[config.mk]
export PLATFORM = sky130hd
export DESIGN_NAME = tss_top
export DESIGN_NICKNAME = d
export VERILOG_FILES = /design/src/hw/tss_pkg.sv /design/src/hw/tss_top.sv
export VERILOG_INCLUDE_DIRS = /design/src /design/src/hw
export SDC_FILE = /design/constraint.sdc
export NUM_CORES = 1
export LEC_CHECK = 0
export BUFFER_PORTS_ARGS = -buffer_cell sky130_fd_sc_hd__buf_2
export CORE_UTILIZATION = 45
export CTS_BUF_LIST = sky130_fd_sc_hd__clkbuf_2 sky130_fd_sc_hd__clkbuf_4 sky130_fd_sc_hd__clkbuf_8
export DETAILED_ROUTE_END_ITERATION = 8
export HOLD_SLACK_MARGIN = 0.1
export PLACE_DENSITY = 0.6
export SLEW_MARGIN = 20
export SYNTH_ARGS = -nofsm -noshare
export SYNTH_HDL_FRONTEND = slang
export SYNTH_SLANG_ARGS = --single-unit
[constraint.sdc]
create_clock -name hclk -period 31.5 [get_ports hclk]
set_input_delay 6.3 -clock hclk [delete_from_list [all_inputs] [get_ports hclk]]
set_output_delay 6.3 -clock hclk [all_outputs]
set_load 0.01 [all_outputs]
[src/hw/tss_consts.svh]
// constants for the thermocouple scan sequencer
//
// Functional notes
// - each conversion cycle converts every enabled channel with sensor code 1-4, 6 or 7 and skips the rest
// - model 0 adds a terminal temperature slot per cycle; model 1 omits it
// - model 0 cycle lasts (n+1) times (2 x filter time + 200 us)
// - model 1 cycle lasts n times (2 x filter time + 200 us)
// - model 1 with one enabled channel: cycle equals filter time alone
// - one 3-bit filter code sets filter time for all inputs, 66.7 to 1 ms
// - sensor codes 1-4 pick J, K, S, N handling; 0 and 5 disable conversion
// - codes 6 and 7 give raw microvolts, 1 uV or 2 uV steps, uncompensated
// - per-channel enable bit, resets to on; disabling shortens the cycle
// - two-bit status per channel packed into low and high status bytes
// - any change of a channel status raises an error message to the controller
// - faults substitute the value: 7FFF high or break, 8001 low, 8000 invalid
// - update counter increments once after all input values are refreshed
// - fresh data comes no faster than the per-model update interval
// - controller may write a reference temperature per channel; mode is module wide
// - external mode adds each channel's supplied reference temperature
// - internally measured compensation temperature is readable
// - channels may be disabled and re-enabled; scan adapts on the fly
// - fixed read-only module identification code
`ifndef TSS_CONSTS_SVH
`define TSS_CONSTS_SVH
// timing
`define TSS_CLK_NS 50
`define TSS_OVH_US 200
`define TSS_OVH_CYC (`TSS_OVH_US * 1000 / `TSS_CLK_NS)
`define TSS_FT0_US 66700
`define TSS_FT1_US 40000
`define TSS_FT2_US 33300
`define TSS_FT3_US 20000
`define TSS_FT4_US 16700
`define TSS_FT5_US 10000
`define TSS_FT6_US 2000
`define TSS_FT7_US 1000
// register byte offsets
`define TSS_A_CTRL 8'h00
`define TSS_A_ENA 8'h04
`define TSS_A_TYPE 8'h08
`define TSS_A_STLO 8'h0C
`define TSS_A_STHI 8'h10
`define TSS_A_CNT 8'h14
`define TSS_A_ERR 8'h18
`define TSS_A_ID 8'h1C
`define TSS_A_TERM 8'h20
`define TSS_A_REF 3'b010
`define TSS_A_VAL 3'b011
// fields and reset values
`define TSS_CTRL_MODEL 3
`define TSS_CTRL_EXT 4
`define TSS_ENA_RST 6'h3F
`define TSS_TYPE_RST 18'h0_9249
`define TSS_ST_OFF0 3'd0
`define TSS_ST_J 3'd1
`define TSS_ST_K 3'd2
`define TSS_ST_S 3'd3
`define TSS_ST_N 3'd4
`define TSS_ST_OFF5 3'd5
`define TSS_ST_RAW1 3'd6
`define TSS_ST_RAW2 3'd7
`define TSS_G_J 32'h0000_0031
`define TSS_G_K 32'h0000_003E
`define TSS_G_S 32'h0000_0100
`define TSS_G_N 32'h0000_0043
`define TSS_V_HI 16'h7FFF
`define TSS_V_LO 16'h8001
`define TSS_V_INV 16'h8000
`define TSS_S_OK 2'b00
`define TSS_S_LO 2'b01
`define TSS_S_HI 2'b10
`define TSS_S_BRK 2'b11
`define TSS_TERM_SLOT 3'd6
`define TSS_NO_SLOT 3'd7
`endif

[src/hw/tss_pkg.sv]
// types for the thermocouple scan sequencer
package tss_pkg;
  typedef enum logic [3:0] {
    tss_idle = 4'b0001,
    tss_launch = 4'b0010,
    tss_wait = 4'b0100,
    tss_store = 4'b1000
  } tss_state_t;
endpackage

[src/hw/tss_top.sv]
// thermocouple scan sequencer with ahb-lite register slave
//
// The placing of the registers and the AHB-Lite interface to the registers were left to the implementer.
`timescale 1ns/100ps
`default_nettype none
`include "tss_consts.svh"
module tss_top #(
  parameter logic [15:0] ID_CODE = 16'h5A3C, // arbitrary value
  parameter logic [7:0][23:0] FILT_CYC = {
    24'(`TSS_FT7_US * 1000 / `TSS_CLK_NS),
    24'(`TSS_FT6_US * 1000 / `TSS_CLK_NS),
    24'(`TSS_FT5_US * 1000 / `TSS_CLK_NS),
    24'(`TSS_FT4_US * 1000 / `TSS_CLK_NS),
    24'(`TSS_FT3_US * 1000 / `TSS_CLK_NS),
    24'(`TSS_FT2_US * 1000 / `TSS_CLK_NS),
    24'(`TSS_FT1_US * 1000 / `TSS_CLK_NS),
    24'(`TSS_FT0_US * 1000 / `TSS_CLK_NS)
  },
  parameter logic [23:0] OVH_CYC = 24'(`TSS_OVH_CYC)
) (
  input wire logic hclk,
  input wire logic hresetn,
  input wire logic hsel,
  input wire logic [31:0] haddr,
  input wire logic [1:0] htrans,
  input wire logic hwrite,
  input wire logic [2:0] hsize,
  input wire logic [31:0] hwdata,
  input wire logic hready,
  output logic [31:0] hrdata,
  output logic hreadyout,
  output logic hresp,
  output logic conv_start,
  output logic [2:0] conv_sel,
  input wire logic conv_done,
  input wire logic signed [17:0] conv_data,
  input wire logic conv_break,
  input wire logic conv_invalid,
  output logic error_msg
);

  // ****************************************
  // functions
  // ****************************************

  // lowest active slot at or above the given one, or none
  function automatic logic [2:0] next_slot(input logic [6:0] m, input logic [3:0] from);
    logic [2:0] r;
    r = `TSS_NO_SLOT;
    for (int i = 6; i >= 0; i--) begin
      if (m[i] && (4'(i) >= from)) begin
        r = 3'(i);
      end
    end
    return r;
  endfunction

  // converts a sample to {status, value} with limit substitution
  function automatic logic [17:0] convert(input logic [2:0] typ,
                                          input logic signed [17:0] s,
                                          input logic signed [15:0] ref_t);
    logic signed [31:0] t;
    logic signed [31:0] g;
    t = 32'(s);
    g = `TSS_G_K;
    case (typ)
      `TSS_ST_J: g = `TSS_G_J;
      `TSS_ST_S: g = `TSS_G_S;
      `TSS_ST_N: g = `TSS_G_N;
      default: g = `TSS_G_K;
    endcase
    if (typ == `TSS_ST_RAW2) begin
      t = t >>> 1; // 2 uV per step, no compensation
    end else if (typ != `TSS_ST_RAW1) begin
      t = ((t * g) >>> 8) + 32'(ref_t); // linearise plus junction
    end
    if (t > 32'sd32767) begin
      return {`TSS_S_HI, `TSS_V_HI};
    end else if (t < -32'sd32767) begin
      return {`TSS_S_LO, `TSS_V_LO};
    end
    return {`TSS_S_OK, t[15:0]};
  endfunction

  // ****************************************
  // configuration and status registers
  // ****************************************

  logic [2:0] filt;
  logic model1;
  logic ext_ref;
  logic [5:0] ena;
  logic [17:0] types;
  logic [15:0] ref_temp [6];
  logic [15:0] value [6];
  logic [1:0] status [6];
  logic [15:0] term_temp;
  logic [7:0] update_cycle_counter;
  logic err;

  // ****************************************
  // ahb-lite slave
  // ****************************************

  logic ap;
  logic wr_pend;
  logic [7:0] wr_addr;
  logic [31:0] rdv;
  logic err_clr;
  logic [7:0] ra;

  assign ap = hsel & htrans[1] & hready;
  assign ra = haddr[7:0];
  assign err_clr = wr_pend && (wr_addr == `TSS_A_ERR) && hwdata[0];

  // a write lands in its data phase, one edge after the address
  always_ff @(posedge hclk or negedge hresetn) begin
    if (!hresetn) begin
      wr_pend <= 1'b0;
      wr_addr <= 8'h00;
    end else begin
      wr_pend <= ap & hwrite & (hsize == 3'b010);
      wr_addr <= ra;
    end
  end

  // zero wait states, always okay
  always_ff @(posedge hclk or negedge hresetn) begin
    if (!hresetn) begin
      hreadyout <= 1'b0;
      hresp <= 1'b0;
    end else begin
      hreadyout <= 1'b1;
      hresp <= 1'b0;
    end
  end

  // read mux; unmapped offsets read zero
  always_comb begin
    rdv = 32'h0000_0000;
    case (ra)
      `TSS_A_CTRL: rdv = {27'h0, ext_ref, model1, filt};
      `TSS_A_ENA: rdv = {26'h0, ena};
      `TSS_A_TYPE: rdv = {14'h0, types};
      `TSS_A_STLO: rdv = {24'h0, status[3], status[2], status[1], status[0]};
      `TSS_A_STHI: rdv = {28'h0, status[5], status[4]};
      `TSS_A_CNT: rdv = {24'h0, update_cycle_counter};
      `TSS_A_ERR: rdv = {31'h0, err};
      `TSS_A_ID: rdv = {16'h0, ID_CODE};
      `TSS_A_TERM: rdv = {16'h0, term_temp};
      default: begin
        if (ra[7:5] == `TSS_A_REF && ra[4:2] < 3'd6) begin
          rdv = {16'h0, ref_temp[ra[4:2]]};
        end else if (ra[7:5] == `TSS_A_VAL && ra[4:2] < 3'd6) begin
          rdv = {16'h0, value[ra[4:2]]};
        end
      end
    endcase
  end

  // read data registered in the address phase
  always_ff @(posedge hclk or negedge hresetn) begin
    if (!hresetn) begin
      hrdata <= 32'h0000_0000;
    end else if (ap && !hwrite) begin
      hrdata <= rdv;
    end
  end

  // control writes
  always_ff @(posedge hclk or negedge hresetn) begin
    if (!hresetn) begin
      filt <= 3'd0;
      model1 <= 1'b0;
      ext_ref <= 1'b0;
      ena <= `TSS_ENA_RST;
      types <= `TSS_TYPE_RST;
    end else if (wr_pend) begin
      case (wr_addr)
        `TSS_A_CTRL: begin
          filt <= hwdata[2:0];
          model1 <= hwdata[`TSS_CTRL_MODEL];
          ext_ref <= hwdata[`TSS_CTRL_EXT]; // one bit for all channels
        end
        `TSS_A_ENA: ena <= hwdata[5:0];
        `TSS_A_TYPE: types <= hwdata[17:0];
        default: ;
      endcase
    end
  end

  // reference junction temperatures per channel
  always_ff @(posedge hclk or negedge hresetn) begin
    if (!hresetn) begin
      for (int i = 0; i < 6; i++) begin
        ref_temp[i] <= 16'h0000;
      end
    end else if (wr_pend && wr_addr[7:5] == `TSS_A_REF && wr_addr[4:2] < 3'd6) begin
      ref_temp[wr_addr[4:2]] <= hwdata[15:0];
    end
  end

  // ****************************************
  // scan sequencer
  // ****************************************

  tss_pkg::tss_state_t state;
  logic [2:0] slot;
  logic [23:0] tmr;
  logic [6:0] m;
  logic [5:0] act;
  logic [23:0] ft;
  logic [23:0] slot_cyc;
  logic signed [17:0] smp;
  logic got;
  logic brk;
  logic inv;
  logic [2:0] first;
  logic [2:0] after;
  logic [2:0] styp;
  logic [17:0] res;
  logic [15:0] jref;
  logic chg;

  // a channel counts when enabled and its type converts
  always_comb begin
    for (int i = 0; i < 6; i++) begin
      styp = types[3 * i +: 3];
      act[i] = ena[i] && (styp != `TSS_ST_OFF0) && (styp != `TSS_ST_OFF5);
    end
    styp = types[3 * slot +: 3];
  end

  assign m = {~model1, act}; // terminal slot only in model 0
  assign first = next_slot(m, 4'd0);
  assign after = next_slot(m, 4'(slot) + 4'd1);
  assign ft = FILT_CYC[filt];

  // slot wait: 2 x filter + overhead, or the filter alone when model 1 has one active channel
  always_comb begin
    if (model1 && $onehot(act)) begin
      slot_cyc = ft;
    end else begin
      slot_cyc = 24'(2 * ft + OVH_CYC);
    end
  end

  // raw channels skip compensation inside convert
  assign jref = ext_ref ? ref_temp[slot] : term_temp;
  assign res = convert(styp, smp, jref);

  // state walk; the mask is re-read at each slot boundary
  always_ff @(posedge hclk or negedge hresetn) begin
    if (!hresetn) begin
      state <= tss_pkg::tss_idle;
      slot <= 3'd0;
      tmr <= 24'h00_0000;
    end else begin
      case (state)
        tss_pkg::tss_idle: begin
          if (first != `TSS_NO_SLOT) begin
            slot <= first;
            state <= tss_pkg::tss_launch;
          end
        end
        tss_pkg::tss_launch: begin
          tmr <= slot_cyc - 24'd1;
          state <= tss_pkg::tss_wait;
        end
        tss_pkg::tss_wait: begin
          if (tmr == 24'd0) begin
            state <= tss_pkg::tss_store;
          end else begin
            tmr <= tmr - 24'd1;
          end
        end
        tss_pkg::tss_store: begin
          if (after == `TSS_NO_SLOT) begin
            state <= tss_pkg::tss_idle;
          end else begin
            slot <= after;
            state <= tss_pkg::tss_launch;
          end
        end
        default: state <= tss_pkg::tss_idle;
      endcase
    end
  end

  // front-end request, one cycle per slot
  always_ff @(posedge hclk or negedge hresetn) begin
    if (!hresetn) begin
      conv_start <= 1'b0;
      conv_sel <= 3'd0;
    end else begin
      conv_start <= (state == tss_pkg::tss_launch);
      if (state == tss_pkg::tss_launch) begin
        conv_sel <= slot;
      end
    end
  end

  // latch the sample; a channel slot without one reads as invalid
  always_ff @(posedge hclk or negedge hresetn) begin
    if (!hresetn) begin
      smp <= 18'sd0;
      got <= 1'b0;
      brk <= 1'b0;
      inv <= 1'b0;
    end else if (state == tss_pkg::tss_launch) begin
      got <= 1'b0;
    end else if (state == tss_pkg::tss_wait && conv_done) begin
      smp <= conv_data;
      got <= 1'b1;
      brk <= conv_break;
      inv <= conv_invalid;
    end
  end

  // results; a slot whose channel went off meanwhile is dropped
  always_ff @(posedge hclk or negedge hresetn) begin
    if (!hresetn) begin
      for (int i = 0; i < 6; i++) begin
        value[i] <= 16'h0000;
        status[i] <= `TSS_S_OK;
      end
      term_temp <= 16'h0000;
    end else if (state == tss_pkg::tss_store) begin
      if (slot == `TSS_TERM_SLOT) begin
        if (got && !inv) begin
          term_temp <= smp[15:0];
        end
      end else if (m[slot]) begin
        if (got && brk) begin
          value[slot] <= `TSS_V_HI;
          status[slot] <= `TSS_S_BRK;
        end else if (!got || inv) begin
          value[slot] <= `TSS_V_INV;
          status[slot] <= `TSS_S_OK;
        end else begin
          value[slot] <= res[15:0];
          status[slot] <= res[17:16];
        end
      end
    end
  end

  // status change detection for the error message
  always_comb begin
    chg = 1'b0;
    if (state == tss_pkg::tss_store && slot != `TSS_TERM_SLOT && m[slot]) begin
      if (got && brk) begin
        chg = (status[slot] != `TSS_S_BRK);
      end else if (!got || inv) begin
        chg = (status[slot] != `TSS_S_OK);
      end else begin
        chg = (status[slot] != res[17:16]);
      end
    end
  end

  // sticky error message; a new change wins over a clear
  always_ff @(posedge hclk or negedge hresetn) begin
    if (!hresetn) begin
      err <= 1'b0;
      error_msg <= 1'b0;
    end else begin
      err <= chg | (err & ~err_clr);
      error_msg <= chg | (err & ~err_clr);
    end
  end

  // one count per finished cycle, on the same edge that stores the last slot
  always_ff @(posedge hclk or negedge hresetn) begin
    if (!hresetn) begin
      update_cycle_counter <= 8'h00;
    end else if (state == tss_pkg::tss_store && after == `TSS_NO_SLOT) begin
      update_cycle_counter <= update_cycle_counter + 8'h01;
    end
  end

endmodule
`default_nettype wire

# After elaboration in Yosys (flattened, before gate mapping)
# Memories as Yosys holds them, arrays and structs flattened.
# Cells that the tools add are included.
# W data, S select, Z words.
# totals
rom_bits	192
inputBits	95
regBits	356
memories	1
wordCells	265
out_inout_bits	39
# op_classes
eq_ne	41
multipliers	2
n_reduce_logical	61
bitwise_logic	22
n_shift	1
magnitude_cmp	18
mux	69
addsub	11
# mem_list
memory	words	word_bits	rd	rd_clocked_by_memory_dff	wr	line	rtl
(name not given)	8	24	1	0	0	tss_top.sv:237	assign ft = FILT_CYC[filt];
# op_table
operator	count
$bwmux W96	2
$mux W96	2
$mux W16	11
$pmux W18 S9	1
$bmux W16 S3	3
$demux W16 S3	2
$and A90 B90 Y90	1
$not A90 Y90	1
$or A90 B90 Y90	1
$mux W24	3
$mux W32	2
$mux W18	3
$pmux W24 S2	1
$sub A24 B1 Y24 const B	2
$mux W3	14
$eq A8 B5 Y1 const B	5
$logic_and A1 B1 Y1	35
$gt A32 B16 Y1 const B	1
$lt A32 B16 Y1 const B	1
$mul A18 B10 Y28	1
$ne A3 B3 Y1 const B	9
$pmux W9 S3	1
$add A24 B12 Y24 const B	1
$eq A8 B4 Y1 const B	3
54 further kinds	119

# Longest topological paths before layout
# depth
word_depth	17
mapped_depth	42
mapped_depth_nobuf	39

# Worst setup path before layout
# Ideal clock, no wire load.
# synth_path
path_kind	register -> register
start	register slot[1]
end	register value[0] in the netlist's numbering
required_ns	31.378
period_less_slack_ns	10.062
path_slack_ns	21.438
path_buffers	3
t_arrival_ns	9.940
setup_time_ns	0.122
stages_incl_launch_ff	43
path_cell_list	dfrtp_1 > buf_2 > or2_2 > clkbuf_1 > nor2_1 > nor2_2 > buf_2 > nor3_1 > nor2_1 > nand2_1 > inv_1 > nand2_1 > inv_1 > nor2_1 > inv_1 > fa_1 > fa_1 > fa_1 > (+7 left out) > a21o_1 > a21o_1 > a21o_1 > a21oi_1 > o31ai_1 > a21o_1 > xor2_1 > ha_1 > a21oi_1 > o21ai_0 > or3_1 > o21ai_0 > a211oi_1 > a2111o_1 > o31ai_4 > and2_1 > o2111ai_2 > a32o_1
# synth_via
elab_chain_cells	15
elab_cells_between_ends	39
cone_classes	add/sub (1); mul (2); order compare (4); eq/ne (6); shift (1); mux (18); bitwise (5); reduce/logical (2)
# synth_rtl
item	line	rtl
start: declaration	tss_top.sv:208	logic [2:0] slot;
start signal: assignment	tss_top.sv:262	slot <= first;
start signal: assignment	tss_top.sv:281	slot <= after;
$mul A2 B3 Y5 or $not A3 Y4 (tied branches)	tss_top.sv:231, tss_top.sv:249, tss_top.sv:341	
$shiftx A18 B6 Y3 or $bmux W16 S3 (tied branches)	tss_top.sv:231, tss_top.sv:249	
$eq A3 B3 Y1, or another cell as far along	tss_top.sv:66	case (typ)
$pmux W9 S3 or $mux W16 (tied branches)	tss_top.sv:66, tss_top.sv:249	
$mul A18 B10 Y28 or $mux W16 (tied branches)	tss_top.sv:75, tss_top.sv:249	
$add A20 B16 Y21	tss_top.sv:75	t = ((t * g) >>> 8) + 32'(ref_t);
$mux W32	tss_top.sv:74	end else if (typ != `TSS_ST_RAW1) begin
$mux W32	tss_top.sv:72	if (typ == `TSS_ST_RAW2) begin
$lt A32 B16 Y1	tss_top.sv:79	end else if (t < -32'sd32767) begin
$mux W1	tss_top.sv:79	
$mux W1	tss_top.sv:77	if (t > 32'sd32767) begin
$mux W18	tss_top.sv:82	return {`TSS_S_OK, t[15:0]};
$bwmux W96	tss_top.sv:341	value[slot] <= res[15:0];
$mux W96	tss_top.sv:337	end else if (!got || inv) begin
$mux W96	tss_top.sv:334	if (got && brk) begin
end signal: indexed assignment	tss_top.sv:335	value[slot] <= `TSS_V_HI;
end signal: indexed assignment	tss_top.sv:338	value[slot] <= `TSS_V_INV;
end signal: indexed assignment	tss_top.sv:341	
end: declaration	tss_top.sv:95	logic [15:0] value [6];
# Parallel ways exist; a longest one is shown, timed or not. The select of a mux whose other input is x is not followed.
# A chain may end at the register's enable or synchronous reset.

# Worst setup path in the final report
# layout_path
start	register slot[0]
end	register value[16] in the netlist's numbering
# Same word-level chain as after synthesis.

==> impl_metrics.json <==
{
  "critical-path-max-stage-delay_ns": 0.82,
  "drt-total-wl_um": 77500,
  "vias": 20100,
  "post-route-min-period_ns": 12.34,
  "hp-class": "reg2reg",
  "final_area_mm2": 0.0272,
  "pin_count": 134,
  "ys_types": 89,
  "timing.rr.end": "value[16]",
  "n_antenna_cell": 0,
  "synthAdderAreaFrac_pct": 14.0,
  "grt_use_total_pct": 27.9,
  "cts_buffers": 61,
  "syn_avg_cell_area_um2": 9.96,
  "rr_startpoint": "slot[0]",
  "fin_skew_ns": 0.0825,
  "cts_resized": 0,
  "setup_violations": 0,
  "worst_pin_slew_ns": 1.23,
  "grt_max_degree": 157,
  "period_share_pct": 39.2,
  "cts_setup_buffers": 0,
  "start_util_pct": 45.8,
  "crit_fanout": 36,
  "max-cap-violations": 0,
  "cp.arrival_ns": 12.91,
  "holdPathEnd": "hrdata[9]",
  "async_reset_ff_share_pct": 100,
  "seqCellArea_mm2": 0.00858,
  "clockBufferDepth": 3,
  "r2r_setup_slack_ns": 19.16,
  "drc_errors": 0,
  "grt_setup_unrepaired": "no",
  "clk-insertion-delay-late_ns": 0.72,
  "synth_top_family_by_area": "compound AO/OA/AOI/OAI gates",
  "grt_pass1_wl_um": 120000,
  "overflow": 0,
  "rows": 85,
  "firstDrtPassIters": 5,
  "io_buffers": 79,
  "hp-start": "hrdata[9]",
  "synth_edf_count": 0,
  "critPathRequiredTime_ns": 32.07,
  "die_area_mm2": 0.0562,
  "syn2layout_area_growth_pct": 9.44,
  "setup_tns_ns": 0,
  "place_inst": 3160,
  "core_area_mm2": 0.0542,
  "yosysSeqAreaShare_pct": 34.5,
  "drv_slew": 0,
  "end_kind": "flop",
  "grt_pass1_vias": 20200,
  "antenna_found_initial": 1,
  "ys_warn_count": 0,
  "final_util_pct": 50.2,
  "status": "finished, final reports clean",
  "h-tree-depth": 2,
  "synth_compound_area_share_pct": 16.4,
  "worst-path-stages": 39,
  "dp.final_hpwl_um": 55200,
  "crit_type": "reg2reg",
  "critPathTopFamily": "compound AO/OA/AOI/OAI gates",
  "start_kind": "flop",
  "synth-simple-area-share_pct": 12.7,
  "cts_num_sinks": 342,
  "cts.hold.buffers_added": 0,
  "drtIter0Drc": 1837,
  "ys.flop_type": "dfrtp_1",
  "path_clk_slew_ns": 0.06,
  "synth_seq_cells": 342,
  "multi_input_area_mm2": 0.0151,
  "reg2regPathDepth": 39,
  "via_per_inst": 6.13,
  "routabilityCongestion": 0.917,
  "n_fill_cell": 5001,
  "drive_gt1_share_pct": 20.0,
  "muxShareOfSynthArea_pct": 14.9,
  "antenna_left": 0,
  "max_freq_mhz": 81.1,
  "max_slew_margin_pct": 17.8,
  "cts_root_buffer": "clkbuf_8",
  "worstHoldPathCells": 1,
  "die_x_um": 237,
  "syn_area_mm2": 0.0249,
  "post_drt_wl_per_cell_um": 23.7,
  "fin_cells": 3274,
  "worst_path_max_delay_cell": "dfrtp_4",
  "nets": 2830,
  "die_height_um": 237,
  "finalHoldViolCount": 0,
  "synthXorXnorAreaFrac_pct": 2.15,
  "cts_tree": "done",
  "dpl_cell_area_mm2": 0.0258,
  "syn_inst": 2497,
  "path_buf_inv": 6
}
==> how the worst max path moves through the flow <==
stage	endpoint	startpoint
global placement	value[16]	slot[0]
global route	value[57]	slot[0]
floorplan	value[0]	slot[1]
CTS	value[16]	slot[0]
detailed placement	value[16]	slot[0]
finish	value[16]	slot[0]
==> flip-flops by register name (all words and copies together), names as in the netlist, 4 cells and up <==
register	count
state	4
value	96
ena	6
wr_addr	8
term_temp	16
update_cycle_counter	8
ref_temp	96
hrdata	18
types	18
tmr	24
smp	18
status	12
==> synthesized netlist by cell type, types with 21 or more instances <==
library cell	count	share of area, %
nand2_1	180	2.7
mux2_2	191	8.7
ha_1	91	4.6
o21ai_0	203	4.1
nor2_1	131	2.0
mux4_2	39	3.5
a21o_1	29	0.88
fa_1	117	9.4
xnor2_1	41	1.4
inv_1	169	2.6
buf_1	22	0.33
a211oi_1	21	0.63
nor3_1	39	0.79
mux2i_1	68	2.7
a21oi_1	142	2.9
nand3_1	52	1.0
clkbuf_1	106	1.6
and2_1	68	1.7
a221oi_1	34	1.2
o211ai_1	22	0.66
dfrtp_1	329	33
a221o_1	25	1.0
==> cell usage in the layout, fill, tap and decap left out, types with 12 or more instances in the layout <==
cell type and count:
a211oi_1 21, a21o_1 29, a21oi_1 142, a221o_1 25, a221oi_1 34, a22oi_1 17, and2_1 68, buf_2 77
buf_4 32, clkbuf_4 23, clkbuf_8 70, clkinv_2 14, conb_1 16, dfrtp_1 328, dfstp_2 13, fa_1 117
ha_1 91, inv_1 169, mux2_2 191, mux2i_1 68, mux4_2 39, nand2_1 180, nand2b_1 20, nand3_1 52
nand4_1 19, nor2_1 129, nor2b_1 14, nor3_1 37, o211ai_1 22, o21a_1 12, o21ai_0 203, or2_2 19
or3_1 20, xnor2_1 41, xor2_1 20
==> routing by layer <==
metal	part of all wire, %	global-route usage (%)	wire, µm
met1	42	36.9	32400
met4	3.9	11.7	3010
met5	0	0	0
met3	6.2	3.66	4810
met2	48	46.1	37200
==> cells by family (layout without fill, tap and decap cells) <==
logic type / after synthesis / after routing
muxes: 298 / 298
and+or+nand+nor: 630 / 630
DFF: 342 / 342
xor gates and xnor gates: 61 / 61
buffers and inverters: 329 / 396
adders and majority gates: 208 / 208
AOI/OAI and AO/OA: 627 / 627
other: 2 / 16
==> layout make-up <==
type                    instances  share of cell area, %
repair buffers                111                   2.43
clock buffers                  93                   4.18
multi-input cells            1840                   55.5
well taps                     696                   3.20
inverters                     171                   2.36
flip-flops and latches        342                   31.5
clock inverters                21                  0.851
==> per-stage QoR <==
stage                     setup slack, ns  hold slack, ns
after detailed placement            19.28           0.460
after global placement              19.36           0.446
after CTS                           19.25           0.475
final                               19.16           0.473
after floorplan                     21.44           0.446
after global routing                18.36           0.488
Power is not shown: default switching activity piles up to over one toggle a cycle in this logic, so the estimate is an artifact.
